$ cat config.mk
export PLATFORM = sky130hd
export DESIGN_NAME = drci_top
export DESIGN_NICKNAME = d
export VERILOG_FILES = /design/src/core/drci_pkg.sv /design/src/core/drci_bank.sv /design/src/core/drci_clkgen.sv /design/src/core/drci_top.sv
export SDC_FILE = /design/constraint.sdc
export NUM_CORES = 2
export LEC_CHECK = 0
export BUFFER_PORTS_ARGS = -buffer_cell sky130_fd_sc_hd__buf_4
export CELL_PAD_IN_SITES_DETAIL_PLACEMENT = 0
export CELL_PAD_IN_SITES_GLOBAL_PLACEMENT = 1
export CORE_MARGIN = 4
export CORE_UTILIZATION = 40
export DETAILED_ROUTE_END_ITERATION = 16
export PLACE_DENSITY = 0.68
export SETUP_SLACK_MARGIN = 0.4
export SLEW_MARGIN = 30
export SYNTH_ARGS = -nofsm -noshare
export SYNTH_HDL_FRONTEND = slang
export SYNTH_SLANG_ARGS = --single-unit
$ cat constraint.sdc
create_clock -name clk_in -period 15.5 [get_ports clk_in]
set_input_delay 2.325 -clock clk_in [delete_from_list [all_inputs] [get_ports clk_in]]
set_output_delay 2.325 -clock clk_in [all_outputs]
set_load 0.02 [all_outputs]
$ cat src/core/drci_pkg.sv
// Constants shared by the row control interface: sizes, row assignments,
// register indices, field positions and write masks.
// Assumes a single 125 MHz clock domain and a word-aligned register port.

package drci_pkg;

    // ****************************************************************
    // Sizes
    // ****************************************************************
    localparam int NROW = 8;
    localparam int NLOC = 30;
    localparam int NDL = 10;
    localparam int WDAT = 18;
    localparam int WHALF = 9;
    localparam int NCLK = 4;
    localparam int NCTL = 6;
    localparam int NHALF = 2;
    localparam int AW = 8;
    localparam int DW = 32;
    localparam int IW = 5;

    // ****************************************************************
    // Row on which each control enters (row 1 is index 0)
    // ****************************************************************
    localparam int CLK_ROW [NCLK] = '{2, 3, 4, 5};
    localparam int CLR_ROW [NCLK] = '{0, 3, 4, 6};
    // Order: sign A, sign B, add/sub upper, add/sub lower, zero upper, zero lower
    localparam int CTL_ROW [NCTL] = '{0, 5, 2, 6, 1, 6};
    localparam int CTL_SIGN_A = 0;
    localparam int CTL_SIGN_B = 1;

    // ****************************************************************
    // Register indices (byte address is four times the index)
    // ****************************************************************
    localparam logic [5:0] REG_CLK = 6'h00;
    localparam logic [5:0] REG_CLR = 6'h04;
    localparam logic [5:0] REG_ENA = 6'h08;
    localparam logic [5:0] REG_CTL = 6'h0C;
    localparam logic [5:0] REG_ROW = 6'h18;
    localparam logic [5:0] REG_MODE = 6'h20;
    localparam logic [5:0] REG_STATUS = 6'h21;
    localparam int NREG = 33;

    // ****************************************************************
    // Field positions
    // ****************************************************************
    localparam int F_IDX = 0;
    localparam int F_SRC = 8;
    localparam int F_REG = 8;
    localparam int F_CKS = 12;
    localparam int F_CRS = 16;
    localparam int F_LO_CKS = 16;
    localparam int F_LO_CRS = 20;
    localparam int F_ROW_REG = 24;
    localparam int F_OUT_REG = 25;
    localparam int F_OUT_CKS = 28;
    localparam int F_OUT_CRS = 30;
    localparam int F_SPLIT = 0;

    // ****************************************************************
    // Write masks and reset value
    // ****************************************************************
    localparam logic [DW-1:0] MASK_CLK = 32'h0000011F;
    localparam logic [DW-1:0] MASK_ENA = 32'h0000001F;
    localparam logic [DW-1:0] MASK_CTL = 32'h0003311F;
    localparam logic [DW-1:0] MASK_ROW = 32'hF333331F;
    localparam logic [DW-1:0] MASK_MODE = 32'h00000001;
    localparam logic [DW-1:0] CFG_RST = 32'h00000000;

endpackage

$ cat src/core/drci_bank.sv
// One register bank: a group of bits sharing one selected clock and clear.
// Assumes tick and clear are already selected and synchronous to clk_in.

`timescale 1ns/1ps
`default_nettype none

module drci_bank #(
    parameter int W = 9
) (
    input wire logic clk_in,
    input wire logic nrst_in,
    input wire logic [W-1:0] d_in,
    input wire logic tick_in,
    input wire logic clr_in,
    input wire logic bypass_in,
    output logic [W-1:0] q_out
);

    logic [W-1:0] q_q;
    logic [W-1:0] q_d;

    // ****************************************************************
    // Bank register
    // ****************************************************************
    always_comb begin
        if (bypass_in) begin
            q_d = d_in;
        end else if (clr_in) begin
            q_d = '0;
        end else if (tick_in) begin
            q_d = d_in;
        end else begin
            q_d = q_q;
        end
    end

    always_ff @(posedge clk_in or negedge nrst_in) begin
        if (!nrst_in) begin
            q_q <= '0;
        end else begin
            q_q <= q_d;
        end
    end

    assign q_out = q_q;

    // ****************************************************************
    // Checks
    // ****************************************************************
    a_bank_clear: assert property (@(posedge clk_in) disable iff (!nrst_in)
        (!bypass_in && clr_in) |=> (q_out == '0))
        else $error("bank not cleared");
    a_bank_hold: assert property (@(posedge clk_in) disable iff (!nrst_in)
        (!bypass_in && !clr_in && !tick_in) |=> $stable(q_out))
        else $error("bank changed without its clock");
    a_bank_load: assert property (@(posedge clk_in) disable iff (!nrst_in)
        (!bypass_in && !clr_in && tick_in) |=> (q_out == $past(d_in)))
        else $error("bank missed its load");

endmodule

`default_nettype wire

$ cat src/core/drci_clkgen.sv
// Bank clock source: picks the row clock or a local line, and gates the
// rising edge with the paired enable into a one-cycle tick.
// Assumes both sources are synchronous levels sampled on clk_in.

`timescale 1ns/1ps
`default_nettype none

module drci_clkgen (
    input wire logic clk_in,
    input wire logic nrst_in,
    input wire logic row_clk_in,
    input wire logic local_in,
    input wire logic src_in,
    input wire logic ena_in,
    output logic level_out,
    output logic tick_out
);

    logic prev_q;
    logic prev_d;

    // ****************************************************************
    // Edge detect with enable at the interface
    // ****************************************************************
    always_comb begin
        level_out = src_in ? row_clk_in : local_in;
        prev_d = level_out;
        tick_out = level_out && !prev_q && ena_in;
    end

    always_ff @(posedge clk_in or negedge nrst_in) begin
        if (!nrst_in) begin
            // Start high: a level held through reset must not count as an edge
            prev_q <= 1'b1;
        end else begin
            prev_q <= prev_d;
        end
    end

    a_tick_gated: assert property (@(posedge clk_in) disable iff (!nrst_in)
        tick_out |-> (ena_in && level_out && !$past(level_out)))
        else $error("tick without enable or edge");

endmodule

`default_nettype wire

$ cat src/core/drci_top.sv
// Row control interface of the multiply block: control selection, bank
// registers, operand routing and neighbour outputs, with a register port.
// Assumes all pins synchronous to clk_in; the arithmetic sits outside.

`timescale 1ns/1ps
`default_nettype none

// Notes on behaviour
// - Registers grouped in banks: 9-bit operand halves and 18-bit output banks.
// - Eighteen controls: four clocks, clears, enables, two signs, two add/sub, two zeroes.
// - Each sign, add/sub and zero control registerable with own clock and clear.
// - In split mode each 9-bit half gets its own control set.
// - Clocks from row clock or local line; clears likewise.
// - Each enable taken from the clock's row, gated at the interface.
// - Each row delivers an 18-bit operand chosen from its 30 local lines.
// - Results unsigned only when both sign flags are low.
// - Add/sub select 0 upper adders, 1 lower; high adds, low subtracts.
// - Zero control 0 upper, 1 lower; high clears accumulator feedback.
// - Local lines: ten right, ten left, ten fed back from the block.
// - Each row drives nine outputs right, nine left, all eighteen to routing.
// - Each row hands 18 data bits plus its controls to the block.
// - Sign flags shared by every operand of the block unless split, when each 9-bit half has its own.
module drci_top (
    input wire logic clk_in,
    input wire logic nrst_in,
    input wire logic [drci_pkg::AW-1:0] addr_in,
    input wire logic [drci_pkg::DW-1:0] wdata_in,
    input wire logic wr_in,
    input wire logic rd_in,
    output logic [drci_pkg::DW-1:0] rdata_out,
    input wire logic [drci_pkg::NROW-1:0] row_clk_in,
    input wire logic [drci_pkg::NROW-1:0][drci_pkg::NDL-1:0] dl_left_in,
    input wire logic [drci_pkg::NROW-1:0][drci_pkg::NDL-1:0] dl_right_in,
    input wire logic [drci_pkg::NROW-1:0][drci_pkg::WDAT-1:0] blk_data_in,
    output logic [drci_pkg::NROW-1:0][drci_pkg::WDAT-1:0] operand_out,
    output logic [drci_pkg::NHALF-1:0][drci_pkg::NCTL-1:0] half_ctl_out,
    output logic [drci_pkg::NHALF-1:0] result_signed_out,
    output logic [drci_pkg::NCLK-1:0] bank_tick_out,
    output logic [drci_pkg::NCLK-1:0] bank_clr_out,
    output logic [drci_pkg::NROW-1:0][drci_pkg::WHALF-1:0] dl_right_out,
    output logic [drci_pkg::NROW-1:0][drci_pkg::WHALF-1:0] dl_left_out,
    output logic [drci_pkg::NROW-1:0][drci_pkg::WDAT-1:0] route_out
);
    import drci_pkg::*;

    // ****************************************************************
    // Declarations
    // ****************************************************************
    logic [DW-1:0] cfg_q [NREG];
    logic [DW-1:0] cfg_d [NREG];
    logic [DW-1:0] rdata_q;
    logic [DW-1:0] rdata_d;
    logic [DW-1:0] status;
    logic [NHALF-1:0] signed_q;
    logic [NHALF-1:0] signed_d;
    logic [NCLK-1:0] tick_q;
    logic [NCLK-1:0] clrq_q;
    logic [NCLK-1:0] tick;
    logic [NCLK-1:0] clk_lvl;
    logic [NCLK-1:0] clr_lvl;
    logic [NROW-1:0][NLOC-1:0] loc;
    logic [NROW-1:0][WDAT-1:0] opnd_raw;
    logic [NROW-1:0][WDAT-1:0] out_q;
    logic [NHALF*NCTL-1:0] ctl_q;
    logic split;
    logic [5:0] widx;
    logic waligned;

    function automatic logic pick(input logic [NLOC-1:0] v, input logic [IW-1:0] i);
        pick = (int'(i) < NLOC) ? v[i] : 1'b0;
    endfunction

    function automatic logic [DW-1:0] wmask(input int i);
        if (i < int'(REG_ENA)) begin
            wmask = MASK_CLK;
        end else if (i < int'(REG_CTL)) begin
            wmask = MASK_ENA;
        end else if (i < int'(REG_ROW)) begin
            wmask = MASK_CTL;
        end else if (i < int'(REG_MODE)) begin
            wmask = MASK_ROW;
        end else begin
            wmask = MASK_MODE;
        end
    endfunction

    assign split = cfg_q[REG_MODE][F_SPLIT];
    assign widx = addr_in[7:2];
    assign waligned = (addr_in[1:0] == 2'b00);

    // ****************************************************************
    // Register port
    // ****************************************************************
    always_comb begin
        status = '0;
        status[NCTL-1:0] = ctl_q[NCTL-1:0];
        status[11:8] = clr_lvl;
        status[15:12] = clk_lvl;
        status[16] = split;
        status[18:17] = signed_q;
        for (int i = 0; i < NREG; i++) begin
            cfg_d[i] = cfg_q[i];
        end
        if (wr_in && waligned && (int'(widx) < NREG)) begin
            cfg_d[widx] = wdata_in & wmask(int'(widx));
        end
        rdata_d = '0;
        if (rd_in && waligned) begin
            if (int'(widx) < NREG) begin
                rdata_d = cfg_q[widx];
            end else if (widx == REG_STATUS) begin
                rdata_d = status;
            end
        end
    end

    always_ff @(posedge clk_in or negedge nrst_in) begin
        if (!nrst_in) begin
            for (int i = 0; i < NREG; i++) begin
                cfg_q[i] <= CFG_RST;
            end
            rdata_q <= '0;
        end else begin
            for (int i = 0; i < NREG; i++) begin
                cfg_q[i] <= cfg_d[i];
            end
            rdata_q <= rdata_d;
        end
    end

    assign rdata_out = rdata_q;

    // ****************************************************************
    // Local lines per row
    // ****************************************************************
    // Feedback taken from the registered block outputs to avoid a loop
    always_comb begin
        for (int r = 0; r < NROW; r++) begin
            loc[r] = {out_q[r][NDL-1:0], dl_right_in[r], dl_left_in[r]};
        end
    end

    // ****************************************************************
    // Clocks, enables and clears
    // ****************************************************************
    for (genvar k = 0; k < NCLK; k++) begin : g_clk
        drci_clkgen u_clkgen (
            .clk_in(clk_in),
            .nrst_in(nrst_in),
            .row_clk_in(row_clk_in[CLK_ROW[k]]),
            .local_in(pick(loc[CLK_ROW[k]], cfg_q[int'(REG_CLK) + k][F_IDX +: IW])),
            .src_in(cfg_q[int'(REG_CLK) + k][F_SRC]),
            .ena_in(pick(loc[CLK_ROW[k]], cfg_q[int'(REG_ENA) + k][F_IDX +: IW])),
            .level_out(clk_lvl[k]),
            .tick_out(tick[k])
        );
        // Clear sources are levels; no edge is needed
        assign clr_lvl[k] = cfg_q[int'(REG_CLR) + k][F_SRC] ? row_clk_in[CLR_ROW[k]] :
            pick(loc[CLR_ROW[k]], cfg_q[int'(REG_CLR) + k][F_IDX +: IW]);
    end

    always_ff @(posedge clk_in or negedge nrst_in) begin
        if (!nrst_in) begin
            tick_q <= '0;
            clrq_q <= '0;
        end else begin
            tick_q <= tick;
            clrq_q <= clr_lvl;
        end
    end

    assign bank_tick_out = tick_q;
    assign bank_clr_out = clrq_q;

    // ****************************************************************
    // Dynamic controls, one bank each
    // ****************************************************************
    // Without split the lower set mirrors the upper configuration
    for (genvar j = 0; j < NHALF * NCTL; j++) begin : g_ctl
        logic [DW-1:0] c;
        assign c = (j >= NCTL && !split) ? cfg_q[int'(REG_CTL) + (j % NCTL)] :
            cfg_q[int'(REG_CTL) + j];
        drci_bank #(.W(1)) u_ctl (
            .clk_in(clk_in),
            .nrst_in(nrst_in),
            .d_in(pick(loc[CTL_ROW[j % NCTL]], c[F_IDX +: IW])),
            .tick_in(tick[c[F_CKS +: 2]]),
            .clr_in(clr_lvl[c[F_CRS +: 2]]),
            .bypass_in(!c[F_REG]),
            .q_out(ctl_q[j])
        );
    end

    // Add/sub and zero controls reach the upper and lower adders in order
    assign half_ctl_out = ctl_q;

    // ****************************************************************
    // Signed result flag
    // ****************************************************************
    always_comb begin
        for (int h = 0; h < NHALF; h++) begin
            signed_d[h] = ctl_q[h * NCTL + CTL_SIGN_A]
                | ctl_q[h * NCTL + CTL_SIGN_B];
        end
    end

    always_ff @(posedge clk_in or negedge nrst_in) begin
        if (!nrst_in) begin
            signed_q <= '0;
        end else begin
            signed_q <= signed_d;
        end
    end

    assign result_signed_out = signed_q;

    // ****************************************************************
    // Operand selection and input banks
    // ****************************************************************
    // A rotating window stands in for a full crossbar to keep config small
    always_comb begin
        int base;
        int k;
        base = 0;
        k = 0;
        for (int r = 0; r < NROW; r++) begin
            base = int'(cfg_q[int'(REG_ROW) + r][F_IDX +: IW]);
            if (base >= NLOC) begin
                base = 0;
            end
            for (int i = 0; i < WDAT; i++) begin
                k = base + i;
                if (k >= NLOC) begin
                    k = k - NLOC;
                end
                opnd_raw[r][i] = loc[r][k];
            end
        end
    end

    for (genvar r = 0; r < NROW; r++) begin : g_row
        logic [DW-1:0] rc;
        logic [1:0] lo_cks;
        logic [1:0] lo_crs;
        assign rc = cfg_q[int'(REG_ROW) + r];
        assign lo_cks = split ? rc[F_LO_CKS +: 2] : rc[F_CKS +: 2];
        assign lo_crs = split ? rc[F_LO_CRS +: 2] : rc[F_CRS +: 2];
        drci_bank #(.W(WHALF)) u_hi (
            .clk_in(clk_in),
            .nrst_in(nrst_in),
            .d_in(opnd_raw[r][WDAT-1:WHALF]),
            .tick_in(tick[rc[F_CKS +: 2]]),
            .clr_in(clr_lvl[rc[F_CRS +: 2]]),
            .bypass_in(!rc[F_ROW_REG]),
            .q_out(operand_out[r][WDAT-1:WHALF])
        );
        drci_bank #(.W(WHALF)) u_lo (
            .clk_in(clk_in),
            .nrst_in(nrst_in),
            .d_in(opnd_raw[r][WHALF-1:0]),
            .tick_in(tick[lo_cks]),
            .clr_in(clr_lvl[lo_crs]),
            .bypass_in(!rc[F_ROW_REG]),
            .q_out(operand_out[r][WHALF-1:0])
        );
        drci_bank #(.W(WDAT)) u_out (
            .clk_in(clk_in),
            .nrst_in(nrst_in),
            .d_in(blk_data_in[r]),
            .tick_in(tick[rc[F_OUT_CKS +: 2]]),
            .clr_in(clr_lvl[rc[F_OUT_CRS +: 2]]),
            .bypass_in(!rc[F_OUT_REG]),
            .q_out(out_q[r])
        );
        assign dl_right_out[r] = out_q[r][WHALF-1:0];
        assign dl_left_out[r] = out_q[r][WDAT-1:WHALF];
        assign route_out[r] = out_q[r];
    end

    // ****************************************************************
    // Checks
    // ****************************************************************
    a_result_signed: assert property (@(posedge clk_in) disable iff (!nrst_in)
        ##1 (result_signed_out[0] == ($past(half_ctl_out[0][CTL_SIGN_A])
            || $past(half_ctl_out[0][CTL_SIGN_B]))))
        else $error("signed flag wrong");
    a_sign_a_row: assert property (@(posedge clk_in) disable iff (!nrst_in)
        (!cfg_q[REG_CTL][F_REG] && $stable(cfg_q[REG_CTL]))
            |=> (half_ctl_out[0][CTL_SIGN_A] == $past(pick(loc[0], cfg_q[REG_CTL][4:0]))))
        else $error("sign A not from row 1");
    a_operand_pass: assert property (@(posedge clk_in) disable iff (!nrst_in)
        (!cfg_q[REG_ROW][F_ROW_REG] && $stable(cfg_q[REG_ROW]))
            |=> (operand_out[0] == $past(opnd_raw[0])))
        else $error("operand not routed");
    a_neighbour_split: assert property (@(posedge clk_in) disable iff (!nrst_in)
        !cfg_q[int'(REG_ROW) + 1][F_OUT_REG]
            |=> ((route_out[1] == $past(blk_data_in[1]))
            && ({dl_left_out[1], dl_right_out[1]} == $past(blk_data_in[1]))))
        else $error("neighbour outputs differ from routing");
    a_read_once: assert property (@(posedge clk_in) disable iff (!nrst_in)
        !$past(rd_in) |-> (rdata_out == '0))
        else $error("read data outside its cycle");
    a_tick_registered: assert property (@(posedge clk_in) disable iff (!nrst_in)
        tick[0] |=> bank_tick_out[0])
        else $error("bank tick lost");

    c_split_mode: cover property (@(posedge clk_in) disable iff (!nrst_in)
        split && tick[1]);
    c_signed_result: cover property (@(posedge clk_in) disable iff (!nrst_in)
        result_signed_out[0] ##1 !result_signed_out[0]);
    c_bank_clear: cover property (@(posedge clk_in) disable iff (!nrst_in)
        clr_lvl[2] && cfg_q[REG_ROW][F_ROW_REG]);
    c_status_read: cover property (@(posedge clk_in) disable iff (!nrst_in)
        rd_in && (widx == REG_STATUS));

endmodule

`default_nettype wire

## Word level (Yosys, flattened, before mapping)

Index checks and enable logic that the tools add are counted.

| cells by class | value |
|---|---|
| bitwise logic cells | 4 |
| equal/unequal tests | 37 |
| reductions and logical operators | 17 |
| mux-type cells | 952 |
| $add $sub $neg | 280 |
| magnitude comparators | 423 |

Operators by type and width:

| kind | count |
|---|---|
| $mux W32 | 154 |
| $ge A32 B6 Y1 const B | 144 |
| $lt A32 B7 Y1 const B | 144 |
| $sub A32 B6 Y32 const B | 144 |
| $add A32 B5 Y32 const B | 64 |
| $bwmux W1056 | 1 |
| $add A32 B4 Y32 const B | 32 |
| $bmux W1 S5 | 168 |
| $mux W18 | 30 |
| $add A32 B3 Y32 const B | 16 |
| $add A32 B6 Y32 const B | 16 |
| $mux W1 | 452 |
| $mux W9 | 48 |
| $add A32 B2 Y32 const B | 8 |
| $lt A2 B3 Y1 const B | 72 |
| $bmux W32 S6 | 1 |
| $demux W32 S6 | 1 |
| $bmux W1 S2 | 72 |
| $lt A5 B6 Y1 const B | 24 |
| $lt A5 B5 Y1 const B | 24 |
| $ne A3 B1 Y1 const B | 36 |
| $ge A5 B5 Y1 const B | 8 |
| $mux W5 | 8 |
| $and A32 B32 Y32 | 1 |
| other kinds (13) | 45 |

| storage, ports and cells | value |
|---|---|
| word-level logic and storage cells | 1,790 |
| bits in registers | 1,402 |

## Longest topological paths before layout

| depth | value |
|---|---|
| depth in word-level cells | 11 |
| depth in mapped cells | 24 |
| mapped depth without buffers | 17 |

## By module

Synthesis repeated with hierarchy kept, for this count alone.

| second synthesis, totals | value |
|---|---|
| cells, all modules | 10,796 |
| area total of the unflattened synthesis | 98,824.8 um^2 |

By module, submodules not included:

| module | cells an instance | seq. area each (um^2) | area an instance (um^2) | times used |
|---|---|---|---|---|
| drci_top | 9,444 | 16,565.9 | 85,467.0 | 1 |
| drci_bank at g_row[0].u_hi ... | 40 | 225.2 | 392.9 | 16 |
| drci_bank at g_row[0].u_out ... | 80 | 450.4 | 782.0 | 8 |
| drci_bank at g_ctl[0].u_ctl ... | 5 | 25.0 | 51.3 | 12 |
| drci_clkgen | 3 | 26.3 | 50.0 | 4 |

## Worst setup path before layout

No wires, ideal clock.

| timing | value |
|---|---|
| kind | input-to-reg |
| start point | input port dl_right_in[25] in the netlist's numbering |
| end point | register g_row[2].u_lo.q_q[1] |
| library setup time | 0.126 ns |
| arrival time | 4.857 ns |
| slack | 10.517 ns |
| stages | 11 |
| cells stage by stage | mux4_2 mux4_2 nor2b_1 o31ai_2 or4_4 buf_2 mux2i_1 mux2i_1 o21a_1 and3b_1 a221o_1 |

| on the way | value |
|---|---|
| longest elaborated chain between the ends | 9 |
| elaborated cells on any way between the ends | 18 |

Ends and longest elaborated chain:

| what | line | text |
|---|---|---|
| start: declaration | drci_top.sv:33 | `input wire logic [drci_pkg::NROW-1:0][drci_pkg::NDL-1:0] dl_right_in,` |
| $bmux W1 S5 | drci_top.sv:70 | `pick = (int'(i) < NLOC) ? v[i] : 1'b0;` |
| $mux W1 (not written as such) | drci_top.sv:70 |  |
| $mux W1 | drci_top.sv:70 |  |
| $mux W1 | drci_clkgen.sv:26 | `level_out = src_in ? row_clk_in : local_in;` |
| $logic_and A1 B1 Y1 (2 in a row) | drci_clkgen.sv:28 | `tick_out = level_out && !prev_q && ena_in;` |
| $bmux W1 S2 | drci_top.sv:261 | `.tick_in(tick[lo_cks]),` |
| $mux W1 (not written as such) | drci_top.sv:261 |  |
| $ne A3 B1 Y1 (no source line) | -- |  |
| end signal: assignment | drci_bank.sv:41 | `q_q <= q_d;` |
| end: declaration | drci_bank.sv:19 | `logic [W-1:0] q_q;` |

Parallel ways exist; a longest one is shown, timed or not. The select of a mux whose other input is x is not followed.
A chain may end at the register's enable or synchronous reset.

## Final worst setup path

| timing | value |
|---|---|
| start point | register cfg_q (netlist bit g_row[3].rc[2]) |
| end point | register g_row[3].u_lo.q_q[5] |

| on the way | value |
|---|---|
| longest elaborated chain between the ends | 11 |
| elaborated cells on any way between the ends | 12 |

Ends and longest elaborated chain:

| what | line | text |
|---|---|---|
| start: declaration | drci_top.sv:49 | `logic [DW-1:0] cfg_q [NREG];` |
| start signal: indexed assignment | drci_top.sv:125 | `cfg_q[i] <= cfg_d[i];` |
| $ge A5 B5 Y1 | drci_top.sv:228 | `if (base >= NLOC) begin` |
| $mux W5 (*) | drci_top.sv:228 |  |
| $add A32 B4 Y32 (*) | drci_top.sv:232 | `k = base + i;` |
| $sub A32 B6 Y32 / $ge A32 B6 Y1 (equally long branches) | drci_top.sv:234, drci_top.sv:233 |  |
| $mux W32 (*) | drci_top.sv:233 | `if (k >= NLOC) begin` |
| $bmux W1 S5 (*) | drci_top.sv:236 | `opnd_raw[r][i] = loc[r][k];` |
| $mux W1 (not written as such) (*) (2 in a row) | drci_top.sv:236 |  |
| $mux W9 | drci_bank.sv:30 | `end else if (tick_in) begin` |
| $mux W9 | drci_bank.sv:28 | `end else if (clr_in) begin` |
| $mux W9 (*) | drci_bank.sv:26 | `if (bypass_in) begin` |
| end signal: assignment | drci_bank.sv:41 |  |
| end: declaration | drci_bank.sv:19 |  |

Mark *: on every way between the ends. The rest lies on a longest branch, timed or not. The select of a mux whose other input is x is not followed.

==> results.toml <==
[status]
outcome = "completed"

[drt]
dr_total_vias = 89026
dr_wl_met3_um = 40900
wl_met1_um = 171000
post_drt_via_cell_ratio = 6.55
remaining_drc_errors = 0
ant_nets = 0
met2WireLength_um = 173000
drt-total-wl_um = 401000
top_layer_used = "met5"
wl_per_cell_um = 29.5
dr.first_iter.drc_count = 9242
dr.pass1.iters = 6

[synth]
synth-edff-count = 0
netlist_area_um2 = 92100
yosysWarnings = 0
ys_types = 114
synth-main-ff-cell = "dfrtp_1"
synth.largest_area_cell = "dfrtp_1"
netlist.area_leader.share_pct = 26.1
async_flop_share_pct = 100
ys_seq_area_share_pct = 26.3
netlist_instances = 10122
synth-seq-cells = 966
synth.top_cells.by_area = "dfrtp_1 (26%), mux2i_1 (15%), mux4_2 (9.6%)"
synth_area_per_cell_um2 = 9.10

[setup_path]
worst-setup-path-type = "flop to flop"
cp_max_fo = 16
reg2reg_slack_ps = 9240
arrival_ps = 6870
cp.required_ps = 16120
startpoint_type = "flop"
endpoint_kind = "flop"

[timing]
period_needed_ps = 6260
maxSlewHeadroom_pct = 29.9
max_freq_mhz = 160
rsz0062_at_grt = "no"
fin_skew_ps = 115
finalHoldViolCount = 0
worst_pin_slew_ps = 1020
setup_tns_ps = 0
drv_slew = 0
final.setup.worst_slack_ps = 9240
fin_crit_sh_pct = 40.4
setup_viol = 0

[clock_tree]
worstSkewPairLatency_ps = 830
hold_buffers = 0
h-tree-depth = 3
cts_max_path_buffers = 3
clk_pin_slew_worst_paths_ps = 60
cts_root_buf = "clkbuf_16"
cts_resized = 0
cts_tree = "yes"
post_cts_buffers = 0
clock_sinks = 966
cts_buffers = 115

[grt]
antenna_found_initial = 37
grt_usage_pct = 32.2
grt_max_degree = 164
grt_first_pass_wirelength_um = 584000
grt_pass1_vias = 84459
overflow = 0

[layout]
fin_nets = 11034
drive_gt1_share_pct = 21.2
area_growth_pct = 13.9
fillers = 21737

[pwr]
p_total_uw = 8300
power.leakage_uw = 0.0457
power_density_nw_per_um2 = 79.1
vdd_ir_drop_max_mv = 0.112

[floorplan]
die_h_um = 488
die_x_um = 488
core_um2 = 228000
num_rows = 175
start_util_pct = 40.4
die_area_um2 = 238000
design.portCount = 842

[job]
max_cap_violations = 0

[min_path]
min_path_type = "flop to flop"

[placement]
place_congestion = 0.951
dp_hpwl_um = 291000
post-place-ws_ps = 8850
io_buffers = 819
synthesized netlist by cell type (all sizes together) (245+ instances only):
cell    instances
and2          344
nand2        1054
a21oi         557
a22oi         245
o21ai         651
mux2i        1417
nor2          446
xnor2         268
buf           372
clkbuf        489
mux4          394
dfrtp         962
mux2          256
final timing paths:
path	startpoint	to	depth (start not counted)
max in group asynchronous	nrst_in	g_row[6].u_lo.q_out[8]$_DFFE_PN0P_	5
min in group asynchronous	nrst_in	g_row[0].u_lo.q_out[5]$_DFFE_PN0P_	1
worst max-delay path	g_row[3].rc[2]$_DFFE_PN0P_	g_row[3].u_lo.q_out[5]$_DFFE_PN0P_	17
worst max register to register	g_row[3].rc[2]$_DFFE_PN0P_	g_row[3].u_lo.q_out[5]$_DFFE_PN0P_	17
worst min-delay path	g_row[4].rc[8]$_DFFE_PN0P_	g_row[4].rc[8]$_DFFE_PN0P_	2
worst min register to register	g_row[4].rc[8]$_DFFE_PN0P_	g_row[4].rc[8]$_DFFE_PN0P_	2
flip-flops by register name, summed over array words and instances, names as in the netlist:
| register | cells |
|---|---|
| g_ctl.u_ctl.q_out | 12 |
| g_row.u_lo.q_out | 72 |
| g_row.u_out.q_out | 144 |
| cfg_q | 361 |
| bank_tick_out | 4 |
| g_row.u_hi.q_out | 72 |
| g_ctl.c | 114 |
| g_row.rc | 152 |
| g_clk.u_clkgen.prev_q | 4 |
| result_signed_out | 2 |
| bank_clr_out | 4 |
| rdata_out | 25 |
area by class of cell:
class | count | area, µm² | share of cell area [%]
inverter | 210 | 788 | 0.752
timing repair buffer | 1072 | 8170 | 7.79
antenna | 26 | 65.1 | 0.0620
sequential | 966 | 24200 | 23.1
clock buffer | 163 | 3380 | 3.22
multi-input combinational | 8091 | 63700 | 60.8
tap | 3009 | 3760 | 3.59
clock inverter | 52 | 800 | 0.762
routing by layer:
metal | track usage (%) | vias up
met2 | 48.2 | 4719
met1 | 45.2 | 44667
met4 | 12.4 | 16
met3 | 7.12 | 721
met5 | 0 | -
li1 | - | 38903
cells in the final DEF, fill, tap and decap left out, types with 243 or more instances in the layout:
master,instances
o21ai_0,448
mux2i_1,1322
a21oi_1,549
a22oi_1,243
xnor2_1,256
mux2_2,251
and2_1,340
nand2_1,1038
dfrtp_1,960
buf_4,1058
mux4_2,394
nor2_1,432
stage by stage:
stage / std cells / hold slack (ps) / area (µm²) / util (%)
after CTS: 13561 / 483 / 105000 / 45.8
final: 13589 / 481 / 105000 / 46.0
after global placement: 13343 / 463 / 100000 / 43.8
after global routing: 13579 / 495 / 105000 / 46.0
after floorplan: 10128 / 450 / 92100 / -
after detailed placement: 13346 / 471 / 100000 / 44.0
power breakdown:
part           switching (µW)  total (µW)  leakage (µW)  internal [µW]
registers                 212        2860        0.0127           2650
logic                    1470        2450        0.0309            977
clock network            1260        2990       0.00202           1730
total                    2940        8300        0.0457           5360
worst max-delay path, stage by stage (launching register included):
cell and delay [ps]:
dfrtp_1 860, ha_1 270, nor2b_1 460, o21ai_1 320
nand2_1 320, buf_4 280, inv_1 370, ha_1 440
a21oi_1 240, xnor2_1 160, nor2b_1 500, nor2_1 160
o22ai_1 670, mux2i_1 200, mux2i_1 190, mux2i_1 90
mux2_2 320, a22o_1 180
cell families after synthesis:
family,count (synthesis),share of synthesized area (%)
adders and majority gates,222,3.02
buffers and inverters,1071,5.27
and+or+nand+nor,2649,13.7
muxes,2067,28.2
DFF,966,26.3
other,1,0.00407
xor gates and xnor gates,281,2.76
AOI/OAI and AO/OA,2865,20.8
No activity file was read; power rests on OpenSTA's default activity.
